[src/hdl/i2c_rate_map.svh]
// offsets, field positions, reset values and table constants
`ifndef I2C_RATE_MAP_SVH
`define I2C_RATE_MAP_SVH

// register indices; byte address is four times the index
`define OWN_ADDR_IDX      14'h3070
`define RATE_DIV_IDX      14'h3071
`define LINE_STAT_IDX     14'h3080

// reset values
`define OWN_ADDR_RST      7'h00
`define RATE_DIV_RST      8'h00

// own address field
`define OWN_ADDR_MSB      7
`define OWN_ADDR_LSB      1

// bit-rate divider fields
`define SCALE_MSB         7
`define SCALE_LSB         6
`define RATE_IDX_MSB      5
`define RATE_IDX_LSB      0

// scale codes
`define SCALE_X1          2'b00
`define SCALE_X2          2'b01
`define SCALE_X4          2'b10

// status bits
`define STAT_BUSY_BIT     0
`define STAT_MATCH_BIT    1
`define STAT_RX_BIT       2
`define STAT_OWN_BIT      3

// divider lookup generator constants
`define DIV_BASE          12'h014
`define SDA_HOLD_BASE     10'h007
`define START_HOLD_TRIM   10'h004
`define STOP_HOLD_EXTRA   10'h001

`endif

[src/hdl/i2c_rate_pkg.sv]
// types shared by the own-address and bit-rate block
package i2c_rate_pkg;

   typedef enum logic [1:0] {
      CMD_START,
      CMD_STOP,
      CMD_BIT
   } line_cmd_t;

   typedef enum logic [2:0] {
      ST_IDLE,
      ST_LOW_HOLD,
      ST_LOW_REST,
      ST_HIGH_WAIT,
      ST_HIGH,
      ST_START_HOLD
   } line_state_t;

endpackage

[src/hdl/i2c_rate_table.sv]
// clock-rate index to divider and hold value lookup
`timescale 1ns/1ps
`default_nettype none
`include "i2c_rate_map.svh"

module i2c_rate_table (
   // index
   input  wire logic [5:0]  clock_rate_index_i,
   // looked-up values
   output logic      [11:0] scl_div_o,
   output logic      [9:0]  sda_hold_o,
   output logic      [9:0]  start_hold_o,
   output logic      [9:0]  stop_hold_o
);

   logic [11:0] div;

   // fixed, monotonic table; data and start holds are below half a period, stop hold is one above it
   always_comb begin
      div          = `DIV_BASE + {3'h0, clock_rate_index_i, 3'h0};
      scl_div_o    = div;
      sda_hold_o   = `SDA_HOLD_BASE + {4'h0, clock_rate_index_i};
      start_hold_o = div[10:1] - `START_HOLD_TRIM;
      stop_hold_o  = div[10:1] + `STOP_HOLD_EXTRA;
   end

endmodule
`default_nettype wire

[src/hdl/i2c_own_address_and_bit_rate.sv]
// own target address and bit-rate timing of the two-wire controller
//
// The Wishbone slave port was chosen for this implementation.
`timescale 1ns/1ps
`default_nettype none
`include "i2c_rate_map.svh"

module i2c_own_address_and_bit_rate
   import i2c_rate_pkg::*;
(
   // clock and reset
   input  wire logic        clk_i,
   input  wire logic        rst_i,
   // wishbone slave
   input  wire logic        cyc_i,
   input  wire logic        stb_i,
   input  wire logic        we_i,
   input  wire logic [15:0] adr_i,
   input  wire logic [3:0]  sel_i,
   input  wire logic [31:0] dat_i,
   output logic      [31:0] dat_o,
   output logic             ack_o,
   // address compare
   input  wire logic        cmp_req_i,
   input  wire logic        cmp_ten_bit_i,
   input  wire logic        cmp_upper_ok_i,
   input  wire logic [6:0]  cmp_addr_i,
   output logic             match_o,
   output logic             match_valid_o,
   // line commands
   input  wire logic        cmd_valid_i,
   input  wire logic [1:0]  cmd_i,
   input  wire logic        cmd_bit_i,
   output logic             cmd_ready_o,
   output logic             rx_valid_o,
   output logic             rx_bit_o,
   // open-drain pins
   input  wire logic        scl_i,
   input  wire logic        sda_i,
   output logic             scl_o,
   output logic             scl_oe_n_o,
   output logic             sda_o,
   output logic             sda_oe_n_o
);

   // ---------------- pin synchronisers ----------------
   logic [1:0] pin_in;
   logic [1:0] s1_q, s2_q, s3_q, filt_q, filt_d;
   assign pin_in = {sda_i, scl_i};

   genvar g;
   generate
      for (g = 0; g < 2; g++) begin : g_sync
         always_comb begin
            filt_d[g] = (s2_q[g] == s3_q[g]) ? s3_q[g] : filt_q[g];
         end
         always_ff @(posedge clk_i) begin
            if (rst_i) begin
               s1_q[g]   <= 1'b1;
               s2_q[g]   <= 1'b1;
               s3_q[g]   <= 1'b1;
               filt_q[g] <= 1'b1;
            end else begin
               s1_q[g]   <= pin_in[g];
               s2_q[g]   <= s1_q[g];
               s3_q[g]   <= s2_q[g];
               filt_q[g] <= filt_d[g];
            end
         end
      end
   endgenerate

   logic scl_f, sda_f;
   assign scl_f = filt_q[0];
   assign sda_f = filt_q[1];

   // ---------------- register bank ----------------
   logic [7:1]  own_q, own_d;
   logic [7:0]  rate_q, rate_d;
   logic        ack_q, ack_d;
   logic [31:0] dat_q, dat_d;
   logic        match_q, match_d, mval_q, mval_d;
   logic        busy, own_bus_q, own_bus_d, rx_bit_q, rx_bit_d;
   logic [13:0] idx;
   assign idx = adr_i[15:2];

   always_comb begin
      ack_d   = cyc_i & stb_i & ~ack_q;
      dat_d   = 32'h0000_0000;
      own_d   = own_q;
      rate_d  = rate_q;
      match_d = match_q;
      mval_d  = 1'b0;
      if (ack_d && we_i && sel_i[0]) begin
         if (idx == `OWN_ADDR_IDX) begin
            own_d = dat_i[`OWN_ADDR_MSB:`OWN_ADDR_LSB];
         end
         if (idx == `RATE_DIV_IDX) begin
            rate_d = dat_i[7:0];
         end
      end
      if (ack_d && !we_i) begin
         case (idx)
            `OWN_ADDR_IDX:  dat_d[7:0] = {own_q, 1'b0};
            `RATE_DIV_IDX:  dat_d[7:0] = rate_q;
            `LINE_STAT_IDX: begin
               dat_d[`STAT_BUSY_BIT]  = busy;
               dat_d[`STAT_MATCH_BIT] = match_q;
               dat_d[`STAT_RX_BIT]    = rx_bit_q;
               dat_d[`STAT_OWN_BIT]   = own_bus_q;
            end
            default:        dat_d = 32'h0000_0000;
         endcase
      end
      if (cmp_req_i) begin
         // full address, or low seven bits of a 10-bit one
         match_d = (cmp_addr_i == own_q)
                   && (!cmp_ten_bit_i || cmp_upper_ok_i);
         mval_d  = 1'b1;
      end
   end

   always_ff @(posedge clk_i) begin
      if (rst_i) begin
         own_q   <= `OWN_ADDR_RST;
         rate_q  <= `RATE_DIV_RST;
         ack_q   <= 1'b0;
         dat_q   <= 32'h0000_0000;
         match_q <= 1'b0;
         mval_q  <= 1'b0;
      end else begin
         own_q   <= own_d;
         rate_q  <= rate_d;
         ack_q   <= ack_d;
         dat_q   <= dat_d;
         match_q <= match_d;
         mval_q  <= mval_d;
      end
   end

   // ---------------- rate and hold cycles ----------------
   logic [11:0] scl_div;
   logic [9:0]  sda_hold, start_hold, stop_hold;
   logic [1:0]  shift;
   logic [15:0] period_c, half_c, sda_c, start_c, stop_c, rest_c;

   i2c_rate_table u_table (
      .clock_rate_index_i (rate_q[`RATE_IDX_MSB:`RATE_IDX_LSB]),
      .scl_div_o          (scl_div),
      .sda_hold_o         (sda_hold),
      .start_hold_o       (start_hold),
      .stop_hold_o        (stop_hold)
   );

   always_comb begin
      case (rate_q[`SCALE_MSB:`SCALE_LSB])
         `SCALE_X1: shift = 2'd0;
         `SCALE_X2: shift = 2'd1;
         `SCALE_X4: shift = 2'd2;
         default:   shift = 2'd0;
      endcase
      period_c = {4'h0, scl_div} << shift;
      half_c   = period_c >> 1;
      sda_c    = {6'h00, sda_hold} << shift;
      start_c  = {6'h00, start_hold} << shift;
      stop_c   = {6'h00, stop_hold} << shift;
      rest_c   = (half_c > sda_c) ? half_c - sda_c : 16'h0001;
   end

   // ---------------- line engine ----------------
   line_state_t st_q, st_d;
   line_cmd_t   op_q, op_d;
   logic [15:0] cnt_q, cnt_d;
   logic        bit_q, bit_d, done, data_bit;
   logic        scl_oe_n_q, scl_oe_n_d, sda_oe_n_q, sda_oe_n_d;
   logic        ready_q, ready_d, rxv_q, rxv_d;

   assign done = (cnt_q == 16'h0001);
   assign busy = (st_q != ST_IDLE);

   always_comb begin
      st_d       = st_q;
      op_d       = op_q;
      bit_d      = bit_q;
      cnt_d      = (cnt_q > 16'h0001) ? cnt_q - 16'h0001 : cnt_q;
      scl_oe_n_d = scl_oe_n_q;
      sda_oe_n_d = sda_oe_n_q;
      own_bus_d  = own_bus_q;
      rx_bit_d   = rx_bit_q;
      rxv_d      = 1'b0;
      data_bit   = 1'b1;
      case (op_q)
         CMD_BIT:  data_bit = bit_q;
         CMD_STOP: data_bit = 1'b0;
         default:  data_bit = 1'b1;
      endcase
      case (st_q)
         ST_IDLE: begin
            if (cmd_valid_i && ready_q) begin
               op_d  = line_cmd_t'(cmd_i);
               bit_d = cmd_bit_i;
               if (cmd_i == CMD_START && !own_bus_q) begin
                  sda_oe_n_d = 1'b0;
                  cnt_d      = start_c;
                  st_d       = ST_START_HOLD;
               end else if (own_bus_q) begin
                  cnt_d = sda_c;
                  st_d  = ST_LOW_HOLD;
               end
            end
         end
         ST_LOW_HOLD: begin
            if (done) begin
               sda_oe_n_d = data_bit;
               cnt_d      = rest_c;
               st_d       = ST_LOW_REST;
            end
         end
         ST_LOW_REST: begin
            if (done) begin
               scl_oe_n_d = 1'b1;
               st_d       = ST_HIGH_WAIT;
            end
         end
         ST_HIGH_WAIT: begin
            // wait out any clock stretching by the far end
            if (scl_f) begin
               cnt_d = (op_q == CMD_STOP) ? stop_c : half_c;
               st_d  = ST_HIGH;
            end
         end
         ST_HIGH: begin
            if (done) begin
               case (op_q)
                  CMD_BIT: begin
                     rx_bit_d   = sda_f;
                     rxv_d      = 1'b1;
                     scl_oe_n_d = 1'b0;
                     st_d       = ST_IDLE;
                  end
                  CMD_STOP: begin
                     sda_oe_n_d = 1'b1;
                     own_bus_d  = 1'b0;
                     st_d       = ST_IDLE;
                  end
                  default: begin
                     sda_oe_n_d = 1'b0;
                     cnt_d      = start_c;
                     st_d       = ST_START_HOLD;
                  end
               endcase
            end
         end
         ST_START_HOLD: begin
            if (done) begin
               scl_oe_n_d = 1'b0;
               own_bus_d  = 1'b1;
               st_d       = ST_IDLE;
            end
         end
         default: st_d = ST_IDLE;
      endcase
      ready_d = (st_d == ST_IDLE) && !(cmd_valid_i && ready_q);
   end

   always_ff @(posedge clk_i) begin
      if (rst_i) begin
         st_q       <= ST_IDLE;
         op_q       <= CMD_BIT;
         bit_q      <= 1'b1;
         cnt_q      <= 16'h0001;
         scl_oe_n_q <= 1'b1;
         sda_oe_n_q <= 1'b1;
         own_bus_q  <= 1'b0;
         rx_bit_q   <= 1'b0;
         rxv_q      <= 1'b0;
         ready_q    <= 1'b0;
      end else begin
         st_q       <= st_d;
         op_q       <= op_d;
         bit_q      <= bit_d;
         cnt_q      <= cnt_d;
         scl_oe_n_q <= scl_oe_n_d;
         sda_oe_n_q <= sda_oe_n_d;
         own_bus_q  <= own_bus_d;
         rx_bit_q   <= rx_bit_d;
         rxv_q      <= rxv_d;
         ready_q    <= ready_d;
      end
   end

   // ---------------- outputs ----------------
   assign dat_o         = dat_q;
   assign ack_o         = ack_q;
   assign match_o       = match_q;
   assign match_valid_o = mval_q;
   assign cmd_ready_o   = ready_q;
   assign rx_valid_o    = rxv_q;
   assign rx_bit_o      = rx_bit_q;
   assign scl_oe_n_o    = scl_oe_n_q;
   assign sda_oe_n_o    = sda_oe_n_q;
   always_ff @(posedge clk_i) begin
      scl_o <= 1'b0;
      sda_o <= 1'b0;
   end

   // ---------------- checks ----------------
   logic [15:0] ph_cnt_q;
   logic        rd_own_q;
   always_ff @(posedge clk_i) begin
      if (rst_i) begin
         ph_cnt_q <= 16'h0001;
         rd_own_q <= 1'b0;
      end else begin
         ph_cnt_q <= (st_d != st_q) ? 16'h0001 : ph_cnt_q + 16'h0001;
         rd_own_q <= ack_d && !we_i && (idx == `OWN_ADDR_IDX);
      end
   end
endmodule
`default_nettype wire

[config.mk]
export PLATFORM = sky130hd
export DESIGN_NAME = i2c_own_address_and_bit_rate
export DESIGN_NICKNAME = d
export VERILOG_FILES = /design/src/hdl/i2c_rate_pkg.sv /design/src/hdl/i2c_rate_table.sv /design/src/hdl/i2c_own_address_and_bit_rate.sv
export VERILOG_INCLUDE_DIRS = /design/src /design/src/hdl
export SDC_FILE = /design/constraint.sdc
export NUM_CORES = 1
export LEC_CHECK = 0
export ABC_AREA = 0
export ABC_CLOCK_PERIOD_IN_PS = 11990
export BUFFER_PORTS_ARGS = -buffer_cell sky130_fd_sc_hd__buf_2
export CORE_MARGIN = 2
export CORE_UTILIZATION = 50
export CTS_BUF_LIST = sky130_fd_sc_hd__clkbuf_2 sky130_fd_sc_hd__clkbuf_4 sky130_fd_sc_hd__clkbuf_8
export CTS_CLUSTER_SIZE = 14
export DETAILED_ROUTE_END_ITERATION = 10
export PLACE_DENSITY_LB_ADDON = 0.15
export SLEW_MARGIN = 30
export SYNTH_ARGS = -nofsm -noshare
export SYNTH_HDL_FRONTEND = slang
export SYNTH_HIERARCHICAL = 1
export SYNTH_SLANG_ARGS = --single-unit
[constraint.sdc]
create_clock -name clk_i -period 11.99 [get_ports clk_i]
set_clock_uncertainty 0.1 [all_clocks]
set_input_delay 2.398 -clock clk_i [delete_from_list [all_inputs] [get_ports clk_i]]
set_output_delay 2.398 -clock clk_i [all_outputs]
set_load 0.02 [all_outputs]
==> flow_metrics.py, run 1 <==
metrics = {
    "route": {
        "first_pass_iters": 5,
        "drc": 0,
        "dr_total_vias": 5970,
        "via_per_inst": 5.994,
        "wl_per_cell_um": 18.62,
        "ant_nets": 0,
        "drt_iter0_markers": 421,
        "totalWireLength_um": 18540,
    },
    "global_routing": {
        "grt_max_degree": 87,
        "use_met1_pct": 35.18,
        "grt_busiest_layer": "met2",
        "grt_pass1_vias": 5330,
        "overflow": 0,
        "use_met3_pct": 5.293,
        "gr-usage-met2_pct": 45.39,
        "grt_first_pass_wirelength_um": 28550,
        "grt_usage_pct": 27.30,
        "antenna_found_initial": 0,
    },
    "final_layout": {
        "n_antenna_cell": 0,
        "drive_gt1_share_pct": 15.90,
        "area_delta_synth_final_pct": 4.134,
        "nets": 915,
        "final_util_pct": 52.88,
    },
    "floorplan": {
        "die_h_um": 116.8,
        "die_w_um": 116.8,
        "initial_core_util_pct": 50.78,
        "io_pins": 115,
        "core_area_um2": 12520,
        "die_area_um2": 13630,
        "num_rows": 41,
    },
    "setup_path": {
        "critPathCaptureType": "register",
        "startpoint_type": "register",
        "worstPathRequired_ps": 12070,
        "arrival_ps": 4830,
        "crit_type": "reg -> reg",
        "cp_max_fo": 14,
    },
    "clock_network": {
        "cts-buffers-inserted": 9,
        "post_cts_buffers": 0,
        "cts_resized": 0,
        "cts_hold_buf": 0,
        "insertion_delay_ps": 360,
        "root_buffer": "clkbuf_8",
        "path_clk_slew_ps": 80,
        "cts_max_path_buffers": 2,
        "cts_sinks": 62,
        "cts_tree": "done",
        "htreeDepth": 3,
    },
    "timing": {
        "worst_pin_slew_ps": 933.4,
        "fin_crit_sh_pct": 39.56,
        "rsz0062_at_grt": "false",
        "report.final.setup_viol": 0,
        "slew_violations": 0,
        "max_freq_mhz": 210.8,
        "setup_slack_ps": 7247,
        "relSlewSlack_pct": 37.77,
        "fin_crit_ps": 4743,
        "final.setup.tns_ps": 0,
        "hold_viol_final": 0,
    },
    "placement": {
        "hpwl_um": 14310,
        "pre_cts_slack_ps": 7300,
        "routabilityCongestion": 0.9599,
        "io_buffers": 59,
    },
    "pwr": {
        "p_leak_nw": 2.653,
        "power_density_nw_per_um2": 120.7,
        "vdd_drop_max_uv": 76.14,
        "total_power_w": 0.0007991,
    },
    "status": {
        "status": "completed",
    },
    "yosys": {
        "synth_edf_count": 0,
        "ys_warn_count": 6,
        "postSynth.asyncResetShare_pct": 0,
        "synth_cell_types": 84,
        "yosysSeqAreaShare_pct": 19.53,
        "ys.flop_type": "dfxtp_1",
        "synth_area_um2": 6356,
        "synthTopCellsByArea": "dfxtp_1 20%, mux2i_1 12%, buf_4 6.0%",
        "synth.top_cell.area_share_pct": 19.53,
        "yosys.area.top_type": "dfxtp_1",
        "syn_avg_cell_area_um2": 7.896,
        "synthCells": 805,
        "ys_ff_latch": 62,
    },
    "hold_path": {
        "hold_path.class": "reg -> reg",
    },
    "job": {
        "max_cap_viol_count": 0,
    },
}
[worst paths after layout]
path                            cells past startpoint              startpoint                   to  slack [ps]
worst max register to register                     15  rate_q[0]$_SDFFE_PP0P_  cnt_q[8]$_SDFF_PP0_        7250
worst max-delay path                               15  rate_q[0]$_SDFFE_PP0P_  cnt_q[8]$_SDFF_PP0_        7250
worst min-delay path                                1      s1_q[1]$_SDFF_PP1_   s2_q[1]$_SDFF_PP1_         310
worst min register to register                      1      s1_q[1]$_SDFF_PP1_   s2_q[1]$_SDFF_PP1_         310
[state kept, by name, indices dropped and copies added (netlist names), 2 cells and up]
name    cells
cnt_q      16
dat_o       8
op_q        2
own_q       7
rate_q      8
s1_q        2
s2_q        2
s3_q        2
st_q        3
[metal layers]
layer  part of all wire, %  up-vias
li1                      -     2892
met1                    44     2804
met2                    47      239
met3                   6.7       35
met4                   2.9        0
met5                     0        -
[final cells by class]
| class | count | area [um2] |
|---|---|---|
| fill | 1222 | 5898 |
| inverter | 22 | 82.58 |
| tap | 172 | 215.2 |
| multi-input combinational | 662 | 4584 |
| clock buffer | 9 | 123.9 |
| clock inverter | 7 | 47.55 |
| sequential | 62 | 1246 |
| timing repair buffer | 62 | 319.1 |
[synth_stat cells (3+ instances only)]
cell type / number
mux2i_1: 74
buf_6: 5
nand3_1: 25
nor4_2: 3
o22ai_1: 7
o211a_1: 4
inv_1: 22
buf_1: 5
buf_4: 51
a41o_1: 5
ha_1: 22
nand4_1: 5
a221oi_1: 8
or2_2: 11
nor3_1: 19
o21ai_0: 40
clkbuf_1: 25
and2_1: 3
nor2b_1: 9
o2bb2ai_1: 3
nand2b_1: 17
and3_1: 5
xor2_1: 24
nand3b_1: 3
a22oi_1: 5
o31ai_1: 3
nor4_1: 8
nor2_1: 82
o211ai_1: 21
conb_1: 4
nand2_1: 41
xnor2_1: 18
a31o_2: 3
a211oi_1: 8
a21o_1: 9
or3_1: 8
a31oi_1: 12
a21oi_1: 47
mux2_2: 11
dfxtp_1: 62
buf_2: 7
[metrics by stage]
step                      hold WS (ps)  area (um2)  cells
after floorplan                  289.5        6491    841
after CTS                        314.8        6606    996
after global routing             316.4        6619    996
after detailed placement         297.6        6435    980
final                            313.4        6619    996
after global placement           295.2        6416    979
[layout by cell type (no fill, tap or decap), types with 7 or more instances in the layout]
cell type,netlist,final
nor2_1,82,81
mux2i_1,74,74
dfxtp_1,62,60
buf_2,7,60
a21oi_1,47,47
nand2_1,41,41
o21ai_0,40,40
conb_1,4,40
nand3_1,25,25
xor2_1,24,24
inv_1,22,22
ha_1,22,22
o211ai_1,21,21
nor3_1,19,18
xnor2_1,18,18
nand2b_1,17,17
a31oi_1,12,12
mux2_2,11,11
or2_2,11,11
nor2b_1,9,9
a21o_1,9,9
clkbuf_8,0,9
or3_1,8,8
a221oi_1,8,8
a211oi_1,8,8
nor4_1,8,7
o22ai_1,7,7
[logic make-up (layout without fill, tap and decap cells)]
group | after synthesis | after routing | synth area share (%)
other cells | 4 | 40 | 0.2362
compound gates | 206 | 206 | 22.17
mux | 88 | 88 | 14.55
simple gates | 261 | 261 | 21.75
flops | 62 | 62 | 19.53
xor+xnor | 43 | 43 | 6.043
buf+inv | 117 | 100 | 10.93
fa+ha+maj | 24 | 24 | 4.803
[worst max-delay path: stages, from the launching register on]
cell and delay (ps):
dfxtp_1 660, inv_1 310, ha_1 300, nand2_1 90
nand2_1 70, xnor2_1 190, mux2_2 290, a21oi_1 350
ha_1 290, nand2_1 120, nor2_1 380, nand4_1 210
nor4b_4 330, a21oi_1 150, o21ai_0 490, o22ai_1 220
[power by group]
group / total, W / switching, W / internal [W] / leakage [nW]
combinational: 0.000376 / 0.000232 / 0.000143 / 2.06
sequential: 0.000259 / 0.0000294 / 0.000230 / 0.505
clock: 0.000164 / 0.0000891 / 0.0000750 / 0.0858
total: 0.000799 / 0.000351 / 0.000448 / 2.65
No activity file was read; power rests on OpenSTA's default activity.
==> run 2, diff against run 1 <==
--- a/config.mk
+++ b/config.mk
@@ -6,8 +6,8 @@
 export SDC_FILE = /design/constraint.sdc
 export NUM_CORES = 1
 export LEC_CHECK = 0
-export ABC_AREA = 0
-export ABC_CLOCK_PERIOD_IN_PS = 11990
+export ABC_AREA = 1
+export ABC_CLOCK_PERIOD_IN_PS = 4110
 export BUFFER_PORTS_ARGS = -buffer_cell sky130_fd_sc_hd__buf_2
 export CORE_MARGIN = 2
 export CORE_UTILIZATION = 50
==> constraint.sdc (replaced) <==
create_clock -name clk_i -period 4.11 [get_ports clk_i]
set_clock_uncertainty 0.1 [all_clocks]
set_input_delay 0.822 -clock clk_i [delete_from_list [all_inputs] [get_ports clk_i]]
set_output_delay 0.822 -clock clk_i [all_outputs]
set_load 0.02 [all_outputs]
==> run 2 against run 1 <==
  * Critical path depth grew 6
  * First-iteration DRC count grew 75%
  * Worst hold slack lost 1.0 ps
  * Final cell count grew 29%
  * Count of clock-buffer cells in the layout grew 3
  * Largest cell class unchanged
==> flow_metrics.py, run 2 <==
metrics = {
    "route": {
        "totalWireLength_um": 17830,
        "first_pass_iters": 7,
        "ant_nets": 0,
        "wl_per_cell_um": 13.93,
        "drt_iter0_markers": 735,
        "drc": 0,
        "via_per_inst": 5.227,
        "dr_total_vias": 6690,
    },
    "placement": {
        "routabilityCongestion": 0.9617,
        "pre_cts_slack_ps": 655.9,
        "hpwl_um": 14350,
        "io_buffers": 59,
        "placed_cell_area_um2": 6544,
    },
    "yosys": {
        "synthCells": 1065,
        "ys_ff_latch": 62,
        "synth.most_common_cell": "nand2_1",
        "ys_top_cells_by_count": "232 x nand2_1, 144 x inv_1, 114 x nor2_1, 86 x o21ai_0, 75 x nand3_1",
        "ys.flop_type": "dfxtp_1",
        "synth_area_um2": 6336,
        "ys_warn_count": 6,
        "synth.top_cell.area_share_pct": 19.59,
        "yosysSeqAreaShare_pct": 19.59,
        "synthTopCellsByArea": "dfxtp_1 20%, nand2_1 14%, inv_1 8.5%",
        "syn_avg_cell_area_um2": 5.949,
        "synth_cell_types": 47,
        "yosys.area.top_type": "dfxtp_1",
        "postSynth.asyncResetShare_pct": 0,
        "synth_edf_count": 0,
    },
    "pwr": {
        "vdd_drop_max_uv": 191.0,
        "power_density_nw_per_um2": 397.9,
        "p_leak_nw": 3.171,
    },
    "final_layout": {
        "largest_reg_flops": 16,
        "top_register": "cnt_q",
        "drive_gt1_share_pct": 11.55,
        "n_antenna_cell": 0,
        "final_cell_mix": "232 x nand2_1, 144 x inv_1, 114 x nor2_1, 86 x o21ai_0, 75 x nand3_1",
        "layout_commonest_cell": "nand2_1",
        "nets": 1199,
        "fin_area_um2": 6734,
        "area_delta_synth_final_pct": 6.280,
    },
    "clock_network": {
        "htreeDepth": 3,
        "cts_max_path_buffers": 2,
        "cts_resized": 0,
        "cts-buffers-inserted": 9,
        "cts_hold_buf": 0,
        "root_buffer": "clkbuf_8",
        "cts_tree": "done",
        "path_clk_slew_ps": 70,
        "cts_sinks": 62,
        "post_cts_buffers": 0,
        "insertion_delay_ps": 360,
    },
    "global_routing": {
        "grt_pass1_vias": 5868,
        "gr-usage-met2_pct": 45.35,
        "use_met3_pct": 3.373,
        "use_met1_pct": 34.86,
        "antenna_found_initial": 0,
        "grt_busiest_layer": "met2",
        "grt_max_degree": 37,
        "grt_usage_pct": 26.50,
        "grt_first_pass_wirelength_um": 28520,
        "overflow": 0,
    },
    "timing": {
        "final.setup.tns_ps": 0,
        "holdWs_ps": 312.4,
        "setup_slack_ps": 612.6,
        "max_freq_mhz": 285.9,
        "fin_crit_ps": 3497,
        "relSlewSlack_pct": 51.48,
        "fin_crit_sh_pct": 85.10,
        "rsz0062_at_grt": "false",
        "worst_pin_slew_ps": 727.0,
        "slew_violations": 0,
        "hold_viol_final": 0,
        "report.final.setup_viol": 0,
    },
    "floorplan": {
        "initial_core_util_pct": 50.62,
        "num_rows": 41,
        "die_area_um2": 13590,
        "die_h_um": 116.6,
        "core_area_um2": 12520,
        "io_pins": 115,
        "die_w_um": 116.6,
    },
    "setup_path": {
        "crit_top_cell": "nand2_1",
        "path_buf_inv": 3,
        "crit_path_top_delay_cell": "dfxtp_1",
        "worstPathCellList": "ha_1, nand3_1, nand2_1, nand2_2, inv_2, inv_1, o21ai_0, a21oi_1, a21oi_1, ha_1, nand2_1, nor2_1, nor3b_1, nand2_1, nand2_1, nand2_4, nor2_8, nand3_2, nand2_1, nand2_1, inv_1",
        "path_delay_family": "simple AND/OR/NAND/NOR gates",
        "crit_type": "reg -> reg",
        "slowest_delay_ps": 480,
        "critPathCaptureType": "register",
        "cp_max_fo": 8,
        "worstPathRequired_ps": 4300,
        "startpoint_type": "register",
        "arrival_ps": 3690,
    },
    "status": {
        "status": "completed",
    },
    "hold_path": {
        "hold_path.class": "reg -> reg",
    },
    "job": {
        "max_cap_viol_count": 0,
    },
}
[run 2: kinds of logic (layout without fill, tap and decap cells)]
group           count (synthesis)  count (layout)  share of synthesized area, %
other cells                     4              40                        0.2369
xor+xnor                       26              26                         3.713
buf+inv                       229             236                         17.16
compound gates                220             220                         19.91
simple gates                  501             501                         34.74
flops                          62              62                         19.59
fa+ha+maj                      23              23                         4.660
[run 2: where the power goes]
part | internal [W] | switching, W | total, W | leakage (nW)
clock | 0.000259 | 0.000251 | 0.000510 | 0.0882
combinational | 0.000470 | 0.000960 | 0.00143 | 2.58
sequential | 0.000689 | 0.0000508 | 0.000740 | 0.504
total | 0.00142 | 0.00126 | 0.00268 | 3.17
[run 2: cell type report]
cell class / instances / area, um2
multi-input cells: 810 / 4143
flip-flops and latches: 62 / 1241
repair buffers: 71 / 385.4
clock inverters: 4 / 31.28
inverters: 149 / 559.3
well taps: 172 / 215.2
fillers: 1396 / 5783
clock buffers: 12 / 158.9
[run 2: through the flow]
| step | total power, W | std cells | util [%] |
|---|---|---|---|
| after floorplan | 0.001858 | 1101 | - |
| after global placement | 0.002147 | 1264 | 52.28 |
| after detailed placement | 0.002152 | 1264 | 52.28 |
| after CTS | 0.002665 | 1280 | 53.80 |
| after global routing | 0.002929 | 1280 | 53.80 |
| final | 0.002680 | 1280 | 53.80 |
[run 2: final timing paths]
check | startpoint | end | slack [ps] | cells after the start
worst max-delay path | rate_q[2]$_SDFFE_PP0P_ | cnt_q[13]$_SDFF_PP0_ | 610 | 21
worst min-delay path | s1_q[1]$_SDFF_PP1_ | s2_q[1]$_SDFF_PP1_ | 310 | 1
worst max register to register | rate_q[2]$_SDFFE_PP0P_ | cnt_q[13]$_SDFF_PP0_ | 610 | 21
worst min register to register | s1_q[1]$_SDFF_PP1_ | s2_q[1]$_SDFF_PP1_ | 310 | 1
[run 2: routing by layer]
metal,share of wire [%],up-vias
met3,5.2,31
met2,46,230
met5,0,-
li1,-,3471
met4,2.5,0
met1,46,2958
